--- config.mk ---
export PLATFORM = sky130hd
export DESIGN_NAME = sadr_router
export DESIGN_NICKNAME = d
export VERILOG_FILES = /design/src/sadr_pkg.sv /design/src/sadr_router.sv
export SDC_FILE = /design/constraint.sdc
export NUM_CORES = 1
export LEC_CHECK = 0
export ABC_AREA = 1
export ABC_CLOCK_PERIOD_IN_PS = 10900
export BUFFER_PORTS_ARGS = -buffer_cell sky130_fd_sc_hd__buf_2
export CAP_MARGIN = 20
export CORE_UTILIZATION = 36
export DETAILED_ROUTE_END_ITERATION = 10
export PLACE_DENSITY = 0.59
export RECOVER_POWER = 100
export SLEW_MARGIN = 10
export SYNTH_ARGS = -nofsm -noshare
export SYNTH_HDL_FRONTEND = slang
export SYNTH_SLANG_ARGS = --single-unit
--- constraint.sdc ---
create_clock -name CORE_CLK -period 10.9 [get_ports CORE_CLK]
set_input_delay 0 -clock CORE_CLK [delete_from_list [all_inputs] [get_ports CORE_CLK]]
set_output_delay 0 -clock CORE_CLK [all_outputs]
set_load 0.05 [all_outputs]
--- src/sadr_pkg.sv ---
// package for the system address decode router: types and constants
// assumes a single core clock domain and APB register access
package sadr_pkg;

    localparam logic [11:0] REG_CTRL = 12'h000;
    localparam logic [11:0] REG_APERTURE_BASE = 12'h004;
    localparam logic [11:0] REG_APMASK = 12'h008;
    localparam logic [11:0] REG_WIN = 12'h00C;
    localparam logic [11:0] REG_PWIN = 12'h010;
    localparam logic [11:0] REG_IOWIN = 12'h014;
    localparam logic [11:0] REG_TOM = 12'h018;
    localparam logic [11:0] REG_PAM = 12'h01C;
    localparam logic [11:0] REG_STAT = 12'h020;
    localparam logic [11:0] REG_MGMT = 12'h024;

    localparam logic [31:0] CTRL_RST = 32'h0000_0001;
    localparam logic [31:0] TOM_RST = 32'h0400_0000;
    localparam logic [31:0] ZERO_WORD = 32'h0000_0000;
    localparam logic [31:0] ONES_WORD = 32'hFFFF_FFFF;

    // ctrl bit positions
    localparam int CTRL_AGP_IO_EN = 0;
    localparam int CTRL_VGA_EN = 1;
    localparam int CTRL_MDA = 2;
    localparam int CTRL_ISA_EN = 3;
    localparam int CTRL_VGA_WR_EN = 4;

    localparam logic [15:0] CFG_ADDR_PORT = 16'h0CF8;
    localparam logic [15:0] CFG_DATA_PORT = 16'h0CFC;
    localparam logic [15:0] IDE_LO = 16'h01F0;
    localparam logic [15:0] IDE_HI = 16'h01F7;
    localparam logic [31:0] VGA_MEM_LO = 32'h000A_0000;
    localparam logic [31:0] VGA_MEM_HI = 32'h000B_FFFF;
    localparam logic [31:0] MDA_MEM_LO = 32'h000B_0000;
    localparam logic [31:0] MDA_MEM_HI = 32'h000B_7FFF;
    localparam logic [31:0] COMPAT_LO = 32'h000A_0000;
    localparam logic [31:0] COMPAT_HI = 32'h000F_FFFF;
    localparam logic [9:0] VGA_IO_A_LO = 10'h3B0;
    localparam logic [9:0] VGA_IO_A_HI = 10'h3BB;
    localparam logic [9:0] VGA_IO_B_LO = 10'h3C0;
    localparam logic [9:0] VGA_IO_B_HI = 10'h3DF;
    localparam logic [9:0] MDA_IO_LO = 10'h3BC;
    localparam logic [9:0] MDA_IO_HI = 10'h3BF;
    localparam logic [31:0] REMAP_ADDR = 32'h0000_0000;
    localparam logic [11:0] PAGE_MASK = 12'hFFF;
    localparam int HUB_MAX_BYTES = 256;
    localparam int AGP_BLOCK_BYTES = 32;

    typedef enum logic [1:0]
    {
        SRC_HOST = 2'h0,
        SRC_HUB = 2'h1,
        SRC_AGP_PCI = 2'h2,
        SRC_AGP_PIPE = 2'h3
    } sadr_src_t;

    typedef enum logic [1:0]
    {
        CYC_MEM = 2'h0,
        CYC_IO = 2'h1,
        CYC_SPECIAL = 2'h2,
        CYC_CONFIG = 2'h3
    } sadr_cyc_t;

    typedef enum logic [2:0]
    {
        DST_NONE = 3'h0,
        DST_DRAM = 3'h1,
        DST_HUB = 3'h2,
        DST_AGP = 3'h3,
        DST_INTERNAL = 3'h4,
        DST_ABORT = 3'h5
    } sadr_dst_t;

    typedef struct packed
    {
        sadr_src_t src;
        sadr_cyc_t cyc;
        logic write;
        logic needs_cpl;
        logic io_wrap;
        logic [31:0] addr;
        logic [8:0] len;
    } sadr_req_t;

    typedef struct packed
    {
        sadr_dst_t dst;
        logic claim;
        logic snoop;
        logic be_off;
        logic rd_ones;
        logic master_abort;
        logic posted;
        logic [31:0] addr;
        logic [8:0] len;
    } sadr_rsp_t;

endpackage

--- src/sadr_router.sv ---
// address decode and routing for host, hub and agp requests
// assumes requests arrive on the core clock, one per valid/ready handshake
//
// Added by the designer: the register addresses and the APB interface to the registers.
`timescale 1ns/1ps
`default_nettype none

module sadr_router
(
    input wire logic CORE_CLK,
    input wire logic RST_N,
    input wire logic PSEL,
    input wire logic PENABLE,
    input wire logic PWRITE,
    input wire logic [11:0] PADDR,
    input wire logic [31:0] PWDATA,
    output logic [31:0] PRDATA,
    output logic PREADY,
    output logic PSLVERR,
    input wire logic REQ_VALID,
    output logic REQ_READY,
    input wire sadr_pkg::sadr_req_t REQ,
    output logic RSP_VALID,
    output sadr_pkg::sadr_rsp_t RSP,
    output logic RSP_LAST,
    output logic AGP_DISCONNECT,
    output logic INVALID_AGP_ACCESS_FLAG
);

    logic [31:0] ctrl_q;
    logic [31:0] aperture_base_q;
    logic [31:0] apmask_q;
    logic [31:0] win_q;
    logic [31:0] pwin_q;
    logic [31:0] iowin_q;
    logic [31:0] tom_q;
    logic [31:0] pam_q;
    logic [31:0] mgmt_q;
    logic flag_q;
    logic busy_q;
    sadr_pkg::sadr_req_t cur_q;
    sadr_pkg::sadr_dst_t start_q;
    logic [8:0] left_q;

    // window register: upper half limit, lower half base, 1 MB units
    // limit is exclusive so that a cleared window is empty after reset
    function automatic logic in_win(input logic [31:0] w,
                                    input logic [31:0] a);
        in_win = (a[31:20] >= w[11:0]) && (a[31:20] < w[27:16]);
    endfunction

    function automatic logic io_in(input logic [9:0] a,
                                   input logic [9:0] lo,
                                   input logic [9:0] hi);
        io_in = (a >= lo) && (a <= hi);
    endfunction

    function automatic logic mda_port(input logic [9:0] p);
        mda_port = io_in(p, 10'h3B4, 10'h3B5) || io_in(p, 10'h3B8, 10'h3BA)
                   || (p == 10'h3BF);
    endfunction

    // ---------------- apb slave ----------------
    wire apb_acc = PSEL && PENABLE;
    wire apb_wr = apb_acc && PWRITE;
    logic [31:0] rd_mux;
    logic hit;

    always_comb
    begin
        hit = 1'b1;
        unique case (PADDR)
            sadr_pkg::REG_CTRL: rd_mux = ctrl_q;
            sadr_pkg::REG_APERTURE_BASE: rd_mux = aperture_base_q;
            sadr_pkg::REG_APMASK: rd_mux = apmask_q;
            sadr_pkg::REG_WIN: rd_mux = win_q;
            sadr_pkg::REG_PWIN: rd_mux = pwin_q;
            sadr_pkg::REG_IOWIN: rd_mux = iowin_q;
            sadr_pkg::REG_TOM: rd_mux = tom_q;
            sadr_pkg::REG_PAM: rd_mux = pam_q;
            sadr_pkg::REG_STAT: rd_mux = {30'h0, busy_q, flag_q};
            sadr_pkg::REG_MGMT: rd_mux = mgmt_q;
            default:
            begin
                rd_mux = sadr_pkg::ZERO_WORD;
                hit = 1'b0;
            end
        endcase
    end

    assign PREADY = 1'b1;
    assign PSLVERR = apb_acc && !hit;

    wire clr_flag = apb_wr && (PADDR == sadr_pkg::REG_STAT) && PWDATA[0];

    always_ff @(posedge CORE_CLK or negedge RST_N)
    begin
        if (!RST_N)
        begin
            ctrl_q <= sadr_pkg::CTRL_RST;
            aperture_base_q <= sadr_pkg::ZERO_WORD;
            apmask_q <= sadr_pkg::ONES_WORD;
            win_q <= sadr_pkg::ZERO_WORD;
            pwin_q <= sadr_pkg::ZERO_WORD;
            iowin_q <= sadr_pkg::ZERO_WORD;
            tom_q <= sadr_pkg::TOM_RST;
            pam_q <= sadr_pkg::ZERO_WORD;
            mgmt_q <= sadr_pkg::ZERO_WORD;
            PRDATA <= sadr_pkg::ZERO_WORD;
        end
        else
        begin
            if (PSEL && !PENABLE && !PWRITE)
                PRDATA <= rd_mux;
            if (apb_wr)
            begin
                unique case (PADDR)
                    sadr_pkg::REG_CTRL: ctrl_q <= PWDATA;
                    sadr_pkg::REG_APERTURE_BASE: aperture_base_q <= PWDATA;
                    sadr_pkg::REG_APMASK: apmask_q <= PWDATA;
                    sadr_pkg::REG_WIN: win_q <= PWDATA;
                    sadr_pkg::REG_PWIN: pwin_q <= PWDATA;
                    sadr_pkg::REG_IOWIN: iowin_q <= PWDATA;
                    sadr_pkg::REG_TOM: tom_q <= PWDATA;
                    sadr_pkg::REG_PAM: pam_q <= PWDATA;
                    sadr_pkg::REG_MGMT: mgmt_q <= PWDATA;
                    default: ;
                endcase
            end
        end
    end

    // ---------------- decode ----------------
    wire vga_en = ctrl_q[sadr_pkg::CTRL_VGA_EN];
    wire mda_en = ctrl_q[sadr_pkg::CTRL_MDA];
    wire isa_en = ctrl_q[sadr_pkg::CTRL_ISA_EN];
    wire agp_io_en = ctrl_q[sadr_pkg::CTRL_AGP_IO_EN];
    wire vga_wr_en = ctrl_q[sadr_pkg::CTRL_VGA_WR_EN];

    // the active request: a new one or the remaining part of a split one
    wire sadr_pkg::sadr_req_t rq = busy_q ? cur_q : REQ;
    wire [31:0] a = rq.addr;
    wire [16:0] io_a = {rq.io_wrap, a[15:0]};
    wire [9:0] a10 = a[9:0];

    wire is_compat = (a >= sadr_pkg::COMPAT_LO) && (a <= sadr_pkg::COMPAT_HI);
    wire is_mgmt = in_win(mgmt_q, a);
    wire is_dram = (a < tom_q) && !is_mgmt;
    wire is_aper = ((a ^ aperture_base_q) & apmask_q) == sadr_pkg::ZERO_WORD;
    wire is_agpwin = in_win(win_q, a) || in_win(pwin_q, a);
    wire is_vga_mem = (a >= sadr_pkg::VGA_MEM_LO) &&
                      (a <= sadr_pkg::VGA_MEM_HI);
    wire is_mda_mem = (a >= sadr_pkg::MDA_MEM_LO) &&
                      (a <= sadr_pkg::MDA_MEM_HI);
    wire pam_rd = pam_q[{a[18:16], 1'b0}];
    wire pam_wr = pam_q[{a[18:16], 1'b1}];

    // vga and mono io decode, aliases ignored above bit 9; config, disk and window ports use all 16 bits
    wire [9:0] io_last = a10 + 10'(rq.len[2:0]) - 10'h1;
    // host io is at most four bytes; only its two ends are checked, so a span over 3B4-3B5 or 3BF with both ends outside is missed
    wire io_mda = mda_port(a10) || mda_port(io_last);
    wire io_vga = io_in(a10, sadr_pkg::VGA_IO_A_LO, sadr_pkg::VGA_IO_A_HI) ||
                  io_in(a10, sadr_pkg::VGA_IO_B_LO, sadr_pkg::VGA_IO_B_HI);
    wire io_3bc = io_in(a10, sadr_pkg::MDA_IO_LO, sadr_pkg::MDA_IO_HI);
    wire io_win = (io_a[15:0] >= iowin_q[15:0]) &&
                  (io_a[15:0] <= iowin_q[31:16]) && !io_a[16];
    wire io_cfg = (io_a[15:0] == sadr_pkg::CFG_ADDR_PORT) ||
                  (io_a[15:0] == sadr_pkg::CFG_DATA_PORT);
    wire io_ide = (io_a[15:0] >= sadr_pkg::IDE_LO) &&
                  (io_a[15:0] <= sadr_pkg::IDE_HI);

    // host io: mono first, then vga, then x3BC block, then window
    logic host_io_agp;
    always_comb
    begin
        if (mda_en && vga_en && io_mda)
            host_io_agp = 1'b0;
        else if (vga_en && io_vga)
            host_io_agp = 1'b1;
        else if (io_3bc)
            host_io_agp = !vga_en && io_win && !isa_en;
        else
            host_io_agp = io_win && !(isa_en && a[9:8] != 2'b00);
    end

    // host memory: vga enable overrides the windows only in the vga range
    wire host_mem_agp = (is_vga_mem && vga_en) ? !(mda_en && is_mda_mem)
                                               : is_agpwin;

    // block size for split hub and agp requests
    wire blk64 = rq.len > 9'd32;
    wire [8:0] blk = (rq.src == sadr_pkg::SRC_AGP_PIPE || !blk64)
                     ? 9'(sadr_pkg::AGP_BLOCK_BYTES) : 9'd64;
    wire [8:0] to_edge = blk - {3'h0, a[5:0] & (blk[5:0] - 6'h1)};
    wire [8:0] seg = (rq.len < to_edge) ? rq.len : to_edge;
    wire [12:0] pg_left = 13'h1000 - {1'b0, a[11:0]};
    wire pg_cut = {4'h0, rq.len} > pg_left;

    // per-part classification of the current address
    logic hub_ok;
    always_comb
    begin
        hub_ok = (is_dram && !is_vga_mem) || is_aper ||
                 (rq.write && is_agpwin) ||
                 (rq.write && vga_wr_en && vga_en && is_vga_mem);
    end
    wire sadr_pkg::sadr_dst_t hub_dst =
        !hub_ok ? sadr_pkg::DST_NONE
        : ((is_dram && !is_vga_mem) || is_aper) ? sadr_pkg::DST_DRAM
        : sadr_pkg::DST_AGP;
    wire agp_valid = (is_dram && !is_compat) || is_aper;

    sadr_pkg::sadr_rsp_t r;
    logic split;
    always_comb
    begin
        r = '0;
        r.addr = a;
        r.len = rq.len;
        split = 1'b0;
        unique case (rq.src)
            sadr_pkg::SRC_HOST:
            begin
                r.claim = 1'b1;
                if (rq.cyc == sadr_pkg::CYC_IO)
                begin
                    r.addr = {15'h0, io_a};
                    if (io_cfg)
                        r.dst = sadr_pkg::DST_INTERNAL;
                    else if (host_io_agp && agp_io_en)
                        r.dst = sadr_pkg::DST_AGP;
                    else
                        r.dst = sadr_pkg::DST_HUB;
                    r.posted = rq.write && !io_ide;
                end
                else if (host_mem_agp)
                    r.dst = sadr_pkg::DST_AGP;
                else if (is_dram && !(is_vga_mem))
                    r.dst = sadr_pkg::DST_DRAM;
                else
                    r.dst = sadr_pkg::DST_HUB;
            end
            sadr_pkg::SRC_HUB:
            begin
                r.claim = 1'b1;
                if (rq.cyc != sadr_pkg::CYC_MEM)
                begin
                    r.dst = sadr_pkg::DST_ABORT;
                    r.master_abort = 1'b1;
                end
                else
                begin
                    split = rq.len > seg;
                    r.len = seg;
                    // bad part: an invalid part, a start that was invalid, or a change of target
                    if (hub_dst == sadr_pkg::DST_NONE ||
                        (busy_q && hub_dst != start_q) ||
                        (busy_q && start_q == sadr_pkg::DST_NONE))
                    begin
                        r.dst = sadr_pkg::DST_DRAM;
                        r.addr = sadr_pkg::REMAP_ADDR;
                        r.snoop = 1'b1;
                        r.rd_ones = !rq.write;
                        r.be_off = rq.write;
                        r.master_abort = !rq.write || rq.needs_cpl;
                    end
                    else
                    begin
                        r.dst = hub_dst;
                        r.snoop = hub_dst == sadr_pkg::DST_DRAM;
                    end
                end
            end
            sadr_pkg::SRC_AGP_PCI:
            begin
                // io, special and config are left unclaimed
                if (rq.cyc == sadr_pkg::CYC_MEM &&
                    (is_dram || is_aper) &&
                    (!is_compat || (rq.write ? pam_wr : pam_rd)))
                begin
                    r.claim = 1'b1;
                    r.dst = sadr_pkg::DST_DRAM;
                    if (pg_cut)
                        r.len = pg_left[8:0];
                end
            end
            default:
            begin
                r.claim = 1'b1;
                r.dst = sadr_pkg::DST_DRAM;
                split = rq.len > seg;
                r.len = seg;
                if (!agp_valid)
                begin
                    r.addr = sadr_pkg::REMAP_ADDR;
                    r.be_off = rq.write;
                end
            end
        endcase
    end

    wire take = REQ_VALID && !busy_q;
    wire fire = take || busy_q;
    wire agp_bad = fire && rq.src == sadr_pkg::SRC_AGP_PIPE && !agp_valid;

    assign REQ_READY = !busy_q;

    always_ff @(posedge CORE_CLK or negedge RST_N)
    begin
        if (!RST_N)
        begin
            busy_q <= 1'b0;
            cur_q <= '0;
            start_q <= sadr_pkg::DST_NONE;
            left_q <= 9'h0;
            RSP_VALID <= 1'b0;
            RSP <= '0;
            RSP_LAST <= 1'b0;
            AGP_DISCONNECT <= 1'b0;
            flag_q <= 1'b0;
        end
        else
        begin
            RSP_VALID <= fire;
            RSP_LAST <= fire && !split;
            AGP_DISCONNECT <= fire && rq.src == sadr_pkg::SRC_AGP_PCI &&
                              r.claim && pg_cut;
            if (fire)
                RSP <= r;
            if (fire && split)
            begin
                busy_q <= 1'b1;
                cur_q <= rq;
                cur_q.addr <= a + {23'h0, seg};
                cur_q.len <= rq.len - seg;
                if (!busy_q)
                    start_q <= (rq.src == sadr_pkg::SRC_HUB) ? hub_dst
                                                             : sadr_pkg::DST_DRAM;
            end
            else if (fire)
                busy_q <= 1'b0;
            // a new error wins over a software clear in the same cycle
            if (agp_bad)
                flag_q <= 1'b1;
            else if (clr_flag)
                flag_q <= 1'b0;
        end
    end

    assign INVALID_AGP_ACCESS_FLAG = flag_q;

    // ---------------- assertions ----------------
    property p_agp_io_silent;
        @(posedge CORE_CLK) disable iff (!RST_N)
        (take && REQ.src == sadr_pkg::SRC_AGP_PCI &&
         REQ.cyc != sadr_pkg::CYC_MEM) |=> (RSP_VALID && !RSP.claim);
    endproperty
    a_agp_io_silent: assert property (p_agp_io_silent)
        else $error("agp io cycle was claimed");

    property p_hub_io_abort;
        @(posedge CORE_CLK) disable iff (!RST_N)
        (take && REQ.src == sadr_pkg::SRC_HUB && REQ.cyc == sadr_pkg::CYC_IO)
        |=> (RSP.master_abort && RSP.dst == sadr_pkg::DST_ABORT);
    endproperty
    a_hub_io_abort: assert property (p_hub_io_abort)
        else $error("hub io not master aborted");

    property p_cfg_internal;
        @(posedge CORE_CLK) disable iff (!RST_N)
        (take && REQ.src == sadr_pkg::SRC_HOST &&
         REQ.cyc == sadr_pkg::CYC_IO && io_cfg)
        |=> RSP.dst == sadr_pkg::DST_INTERNAL;
    endproperty
    a_cfg_internal: assert property (p_cfg_internal)
        else $error("config port not internal");

    property p_io_untranslated;
        @(posedge CORE_CLK) disable iff (!RST_N)
        (take && REQ.src == sadr_pkg::SRC_HOST && REQ.cyc == sadr_pkg::CYC_IO)
        |=> RSP.addr[16:0] == $past({REQ.io_wrap, REQ.addr[15:0]});
    endproperty
    a_io_untranslated: assert property (p_io_untranslated)
        else $error("io address translated");

    property p_ide_not_posted;
        @(posedge CORE_CLK) disable iff (!RST_N)
        (take && REQ.src == sadr_pkg::SRC_HOST && REQ.cyc == sadr_pkg::CYC_IO
         && io_ide) |=> !RSP.posted;
    endproperty
    a_ide_not_posted: assert property (p_ide_not_posted)
        else $error("disk io write posted");

    property p_agp_io_off;
        @(posedge CORE_CLK) disable iff (!RST_N)
        (take && REQ.src == sadr_pkg::SRC_HOST && !agp_io_en &&
         REQ.cyc == sadr_pkg::CYC_IO) |=> RSP.dst != sadr_pkg::DST_AGP;
    endproperty
    a_agp_io_off: assert property (p_agp_io_off)
        else $error("io routed to disabled agp");

    property p_flag_sticky;
        @(posedge CORE_CLK) disable iff (!RST_N)
        agp_bad |=> flag_q ##1 (flag_q || $past(clr_flag));
    endproperty
    a_flag_sticky: assert property (p_flag_sticky)
        else $error("invalid access flag lost");

    property p_agp_no_snoop;
        @(posedge CORE_CLK) disable iff (!RST_N)
        (fire && rq.src[1]) |=> !RSP.snoop;
    endproperty
    a_agp_no_snoop: assert property (p_agp_no_snoop)
        else $error("agp cycle snooped");

    property p_pipe_block;
        @(posedge CORE_CLK) disable iff (!RST_N)
        (fire && rq.src == sadr_pkg::SRC_AGP_PIPE)
        |=> RSP.len <= 9'(sadr_pkg::AGP_BLOCK_BYTES);
    endproperty
    a_pipe_block: assert property (p_pipe_block)
        else $error("pipelined part exceeds block");

endmodule

`default_nettype wire

==> flow_summary.toml, run 1 <==
[clock_tree]
clock-sinks = 425
numCtsBuffers = 50
clk_path_buf_depth = 3
clk_pin_slew_worst_paths_ns = 0.06
cts_root_buf = "clkbuf_16"
htree_levels = 2
cts_tree = "built"
hold_buffers = 60
clk_latency_ns = 0.62
cts_setup_buffers = 0
post_cts_resize_count = 0

[logic_synthesis]
synth_warnings = 0
syn_inst = 3180
synth-edff-count = 0
synth_top_flop_cell = "dfrtp_1"
async_flop_share_pct = 100
synth_area_mm2 = 0.0256
yosysSeqAreaShare_pct = 41.7
synth.ff_latch_count = 425
syn_avg_cell_area_um2 = 8.04
synth_cell_types = 63

[setup_path]
worst_r2r_path_depth = 29
cp_slowest_cell = "o21ai_0"
required_ns = 11.39
path_class = "reg -> reg"
crit_arrival_ns = 8.87
endpoint_kind = "flop"
crit_top_cell = "o21ai_0"
path_max_fanout = 67
reg2reg_from = "busy_q"
slowest_delay_ns = 1.34
start_kind = "flop"
crit_path_start = "busy_q"

[run]
cap_violations = 15

[sta]
finalCritPeriodShare_pct = 76.9
postLayoutSetupSlackWorst_ns = 2.52
fin_skew_ns = 0.0192
report.final.slew_viol_count = 673
whs_ns = 0.0398
slew_headroom_pct = -343
timing.final.crit_period_ns = 8.38
fin_tns_setup_ns = 0
fmax_mhz = 119
worst_pin_slew_ns = 6.65
hold_viol = 0
setup_viol = 0
rsz0062_at_grt = "false"

[pwr]
internal_power_w = 0.00378
pwr-share-comb_pct = 48.9
power_switching_share_pct = 46.9
p_sw_w = 0.00334
power_leakage_nw = 13.2
p_seq_share_pct = 26.8
finalPower_w = 0.00712
p_clk_share_pct = 24.2
peakVddDrop_v = 0.000134
power.density_mw_per_mm2 = 242

[floorplan]
die_x_um = 269
num_rows = 97
dieArea_mm2 = 0.0721
initial_core_util_pct = 36.5
core_area_mm2 = 0.0701
die_y_um = 269
pin_count = 187

[final_layout]
layout_common_cells = "794 x nand2_1, 457 x o21ai_0, 398 x inv_1"
final_common_cell = "nand2_1"
n_fill_cell = 7364
areaGrowthSynthToFinish_pct = 14.9
final_util_pct = 41.9
drive_gt1_share_pct = 10.7
nets = 3684

[placed_design]
finalWeightedCongestion = 0.962
pre_cts_slack_ns = 2.97
place_hpwl_mm = 68.8
io_buffers = 185

[worst_hold_path]
hold_start = "REQ[3]"
worstHoldPathType = "in -> reg"
hold_depth = 5

[drt]
vias = 23300
route.detailed.drc = 0
via_per_inst = 5.32
post_drt_wl_per_cell_um = 22.1
drt_iter0_markers = 2476
dr.pass1.iters = 8
ant_nets = 0
totalWireLength_mm = 96.6

[global_routing]
grt_max_degree = 161
grt_pass1_vias = 22100
grt_overflow = 0
antenna_found_initial = 3
grt_first_pass_wirelength_mm = 143
grtUsageTotal_pct = 26.7

[status]
status = "complete, but fails checks"
violations = "max-capacitance violations, max-slew violations"
[sequential cells by signal (all words and copies together) (netlist names), 2 cells and up]
register,count
pwin_q,32
PRDATA,32
mgmt_q,32
apmask_q,32
win_q,32
iowin_q,32
RSP,50
cur_q,48
ctrl_q,32
start_q,2
pam_q,32
aperture_base_q,32
tom_q,32
[final cells by class]
| type | instances | area [um^2] | area share [%] |
|---|---|---|---|
| Tap cell | 940 | 1180 | 4.00 |
| Clock inverter | 25 | 255 | 0.868 |
| Clock buffer | 69 | 1400 | 4.77 |
| Antenna cell | 1 | 2.50 | 0.00851 |
| Multi-Input combinational cell | 2216 | 12600 | 43.0 |
| Sequential cell | 425 | 10700 | 36.3 |
| Inverter | 421 | 1590 | 5.40 |
| Timing Repair Buffer | 279 | 1650 | 5.62 |
[cell usage after synthesis, drive strengths merged, types with 8 or more instances]
cell type	instances	share of area (%)
nand2	803	12
o21ai	495	11
inv	421	6.2
dfrtp	391	38
ha	190	9.3
nor2	167	2.7
nand3	116	2.4
a21oi	115	2.3
clkbuf	94	1.4
a221oi	55	1.9
xor2	38	1.3
dfstp	34	3.5
o2111ai	32	1.1
mux2	31	1.4
nand4	29	0.71
buf	26	0.84
nor3	22	0.49
o22ai	16	0.39
or2	16	0.40
a32o	12	0.47
o211ai	9	0.26
nand3b	8	0.23
[metal layers]
layer | wire (um) | track usage, %
met5 | 10 | 0
met4 | 4760 | 11.9
met3 | 7480 | 4.76
met2 | 42400 | 41.4
met1 | 42000 | 36.3
[logic make-up (layout without fill, tap and decap cells)]
family / Yosys count / in the layout / share of synthesized area (%)
fa+ha+maj: 193 / 193 / 9.53
buf+inv: 541 / 794 / 8.42
mux: 33 / 33 / 1.44
flops: 425 / 425 / 41.7
xor+xnor: 42 / 42 / 1.44
simple gates: 1171 / 1171 / 19.2
compound gates: 774 / 774 / 18.2
other cells: 1 / 4 / 0.0147
[stage by stage]
| stage | std cells | cell area [um^2] |
|---|---|---|
| after floorplan | 3182 | 25600 |
| after global placement | 4221 | 27500 |
| after detailed placement | 4221 | 27500 |
| after CTS | 4375 | 29700 |
| after global routing | 4375 | 29400 |
| final | 4376 | 29400 |
[power by group through the flow]
stage / Sequential [W] / Combinational [W] / Clock, W
after detailed placement: 0.00193 / 0.00352 / 0
after global placement: 0.00194 / 0.00350 / 0
after global routing: 0.00193 / 0.00385 / 0.00182
final: 0.00191 / 0.00349 / 0.00172
after floorplan: 0.00218 / 0.00220 / 0
after CTS: 0.00191 / 0.00355 / 0.00176
[critical path: cells and delay by family, from the launching register on]
| family | cells | cell delay [ns] |
|---|---|---|
| adder cells (fa/ha/maj) | 2 | 0.64 |
| buffers and inverters | 4 | 1.49 |
| AO/OA/AOI/OAI | 12 | 3.68 |
| XOR/XNOR | 1 | 0.22 |
| AND/OR/NAND/NOR | 10 | 1.13 |
| flip-flops | 1 | 1.01 |
[worst paths after layout]
check | slack, ns | to
setup reg to reg | 2.52 | start_q[0]
min in group asynchronous | 2.44 | RSP[36]
hold reg to reg | 0.47 | cur_q[46]
max in group asynchronous | 3.81 | busy_q
setup / recovery | 2.52 | start_q[0]
hold / removal | 0.04 | RSP[3]
(Power assumes the default switching activity.)
==> run 2: changes to the inputs <==
ABC_CLOCK_PERIOD_IN_PS = 8100   (was 10900)
clock period = 8.1 ns   (was 10.9 ns; I/O delays follow)
==> flow_summary.toml, run 2 (synthesized netlist as in run 1, its figures left out) <==
[final_layout]
layout_common_cells = "795 x nand2_1, 455 x o21ai_0, 397 x inv_1"
areaGrowthSynthToFinish_pct = 15.3
n_fill_cell = 7288
largest_reg_flops = 50
top_regs = "RSP (50), cur_q (48)"
drive_gt1_share_pct = 10.7
final_common_cell = "nand2_1"
top_register = "RSP"
nets = 3695

[setup_path]
path_max_fanout = 31
required_ns = 8.63
slowest_delay_ns = 0.66
path_class = "reg -> reg"
crit_arrival_ns = 7.39
r2r_setup_slack_ns = 1.24
cp_slowest_cell = "o21ai_0"
crit_path_start = "busy_q"
start_kind = "flop"
r2r_end = "cur_q[28]"
reg2reg_from = "busy_q"
crit_top_cell = "nand2_1"
endpoint_kind = "flop"
worst_r2r_path_depth = 33

[drt]
dr.pass1.iters = 6
drt_iter0_markers = 2418
ant_nets = 0
via_per_inst = 5.35
route.detailed.drc = 0
totalWireLength_mm = 96.6
vias = 23500
post_drt_wl_per_cell_um = 22.0

[sta]
fin_skew_ns = 0.0297
fin_tns_setup_ns = 0
slew_headroom_pct = -231
worst_pin_slew_ns = 4.96
rsz0062_at_grt = "false"
timing.final.crit_period_ns = 6.86
finalCritPeriodShare_pct = 84.7
report.final.slew_viol_count = 859
fmax_mhz = 146
setup_viol = 0
hold_viol = 0

[pwr]
power_leakage_nw = 13.2
power_switching_share_pct = 46.8
p_sw_w = 0.00451
pwr-share-comb_pct = 49.6
p_seq_share_pct = 26.3
internal_power_w = 0.00512
power.density_mw_per_mm2 = 326
peakVddDrop_v = 0.000269
p_clk_share_pct = 24.1
finalPower_w = 0.00963

[clock_tree]
htree_levels = 2
cts_root_buf = "clkbuf_16"
clk_path_buf_depth = 3
clk_latency_ns = 0.62
numCtsBuffers = 50
clock-sinks = 425
cts_setup_buffers = 0
post_cts_resize_count = 0
cts_tree = "built"
clk_pin_slew_worst_paths_ns = 0.06

[floorplan]
num_rows = 97
die_x_um = 269
die_y_um = 269
initial_core_util_pct = 36.5
core_area_mm2 = 0.0701
pin_count = 187
dieArea_mm2 = 0.0721

[global_routing]
grt_max_degree = 164
grt_first_pass_wirelength_mm = 143
grtUsageTotal_pct = 26.7
grt_pass1_vias = 22300
grt_overflow = 0
antenna_found_initial = 4

[placed_design]
place_hpwl_mm = 69.8
io_buffers = 185
finalWeightedCongestion = 0.968

[status]
violations = "max-capacitance violations, max-slew violations"
status = "complete, but fails checks"

[worst_hold_path]
worstHoldPathType = "in -> reg"
hold_start = "REQ[2]"
hold_depth = 5
min_to = "RSP[2]"

[run]
cap_violations = 15
run 2: worst max-delay path by stage:
| stage | endpoint | slack, ns |
|---|---|---|
| 6_report | cur_q[28] | 1.24 |
| 5_1_grt | aperture_base_q[20] | 0.18 |
| 4_1_cts | cur_q[28] | 1.15 |
| 3_5_place_dp | cur_q[28] | 1.18 |
| 3_3_place_gp | cur_q[28] | 1.35 |
| 2_1_floorplan | cur_q[39] | 2.25 |
run 2: worst max-delay path: cells and delay by family, from the launching register on:
| family | cells | cell delay (ns) |
|---|---|---|
| and+or+nand+nor | 10 | 1.27 |
| adders and majority gates | 3 | 0.85 |
| buffers and inverters | 5 | 1.30 |
| AOI/OAI and AO/OA | 14 | 2.47 |
| DFF | 1 | 0.63 |
| xor gates and xnor gates | 1 | 0.26 |
run 2: what timing repair did:
action | 4_1_cts | 5_1_grt
hold buffers | 63 | 0
endpoints found under the setup margin | 0 | 0
endpoints found under the hold margin | 410 | 0
run 2: stage by stage:
stage | util (%) | area [um^2] | std cells | hold slack, ns | worst slack, ns
global route | 42.0 | 29500 | 4385 | 0.0566 | 0.175
finish | 42.0 | 29500 | 4387 | 0.0429 | 1.24
floorplan | - | 25600 | 3182 | -0.296 | 2.25
global placement | 39.3 | 27500 | 4229 | 0.0599 | 1.35
CTS | 42.5 | 29800 | 4385 | 0.00184 | 1.15
detailed placement | 39.3 | 27500 | 4229 | 0.0759 | 1.18
run 2: layout make-up:
| type | instances | area [um^2] | area share (%) |
|---|---|---|---|
| Clock inverter | 19 | 253 | 0.857 |
| Multi-Input combinational cell | 2216 | 12600 | 42.9 |
| Sequential cell | 425 | 10700 | 36.2 |
| Antenna cell | 2 | 5.00 | 0.0170 |
| Tap cell | 940 | 1180 | 3.99 |
| Inverter | 421 | 1590 | 5.38 |
| Clock buffer | 74 | 1410 | 4.79 |
| Timing Repair Buffer | 290 | 1730 | 5.87 |
run 2: power groups by stage:
stage / registers (W) / logic [W] / clock network [W]
floorplan: 0.00293 / 0.00296 / 0
global placement: 0.00256 / 0.00480 / 0
detailed placement: 0.00256 / 0.00482 / 0
CTS: 0.00253 / 0.00486 / 0.00236
global route: 0.00256 / 0.00528 / 0.00243
finish: 0.00253 / 0.00478 / 0.00232
run 2: metal layers:
metal	vias up	share of wire, %	global-route usage (%)
met5	-	0.043	0
met4	6	5.0	12.3
met3	219	7.0	4.17
met2	927	44	41.9
met1	11300	44	36.1
li1	11100	-	-
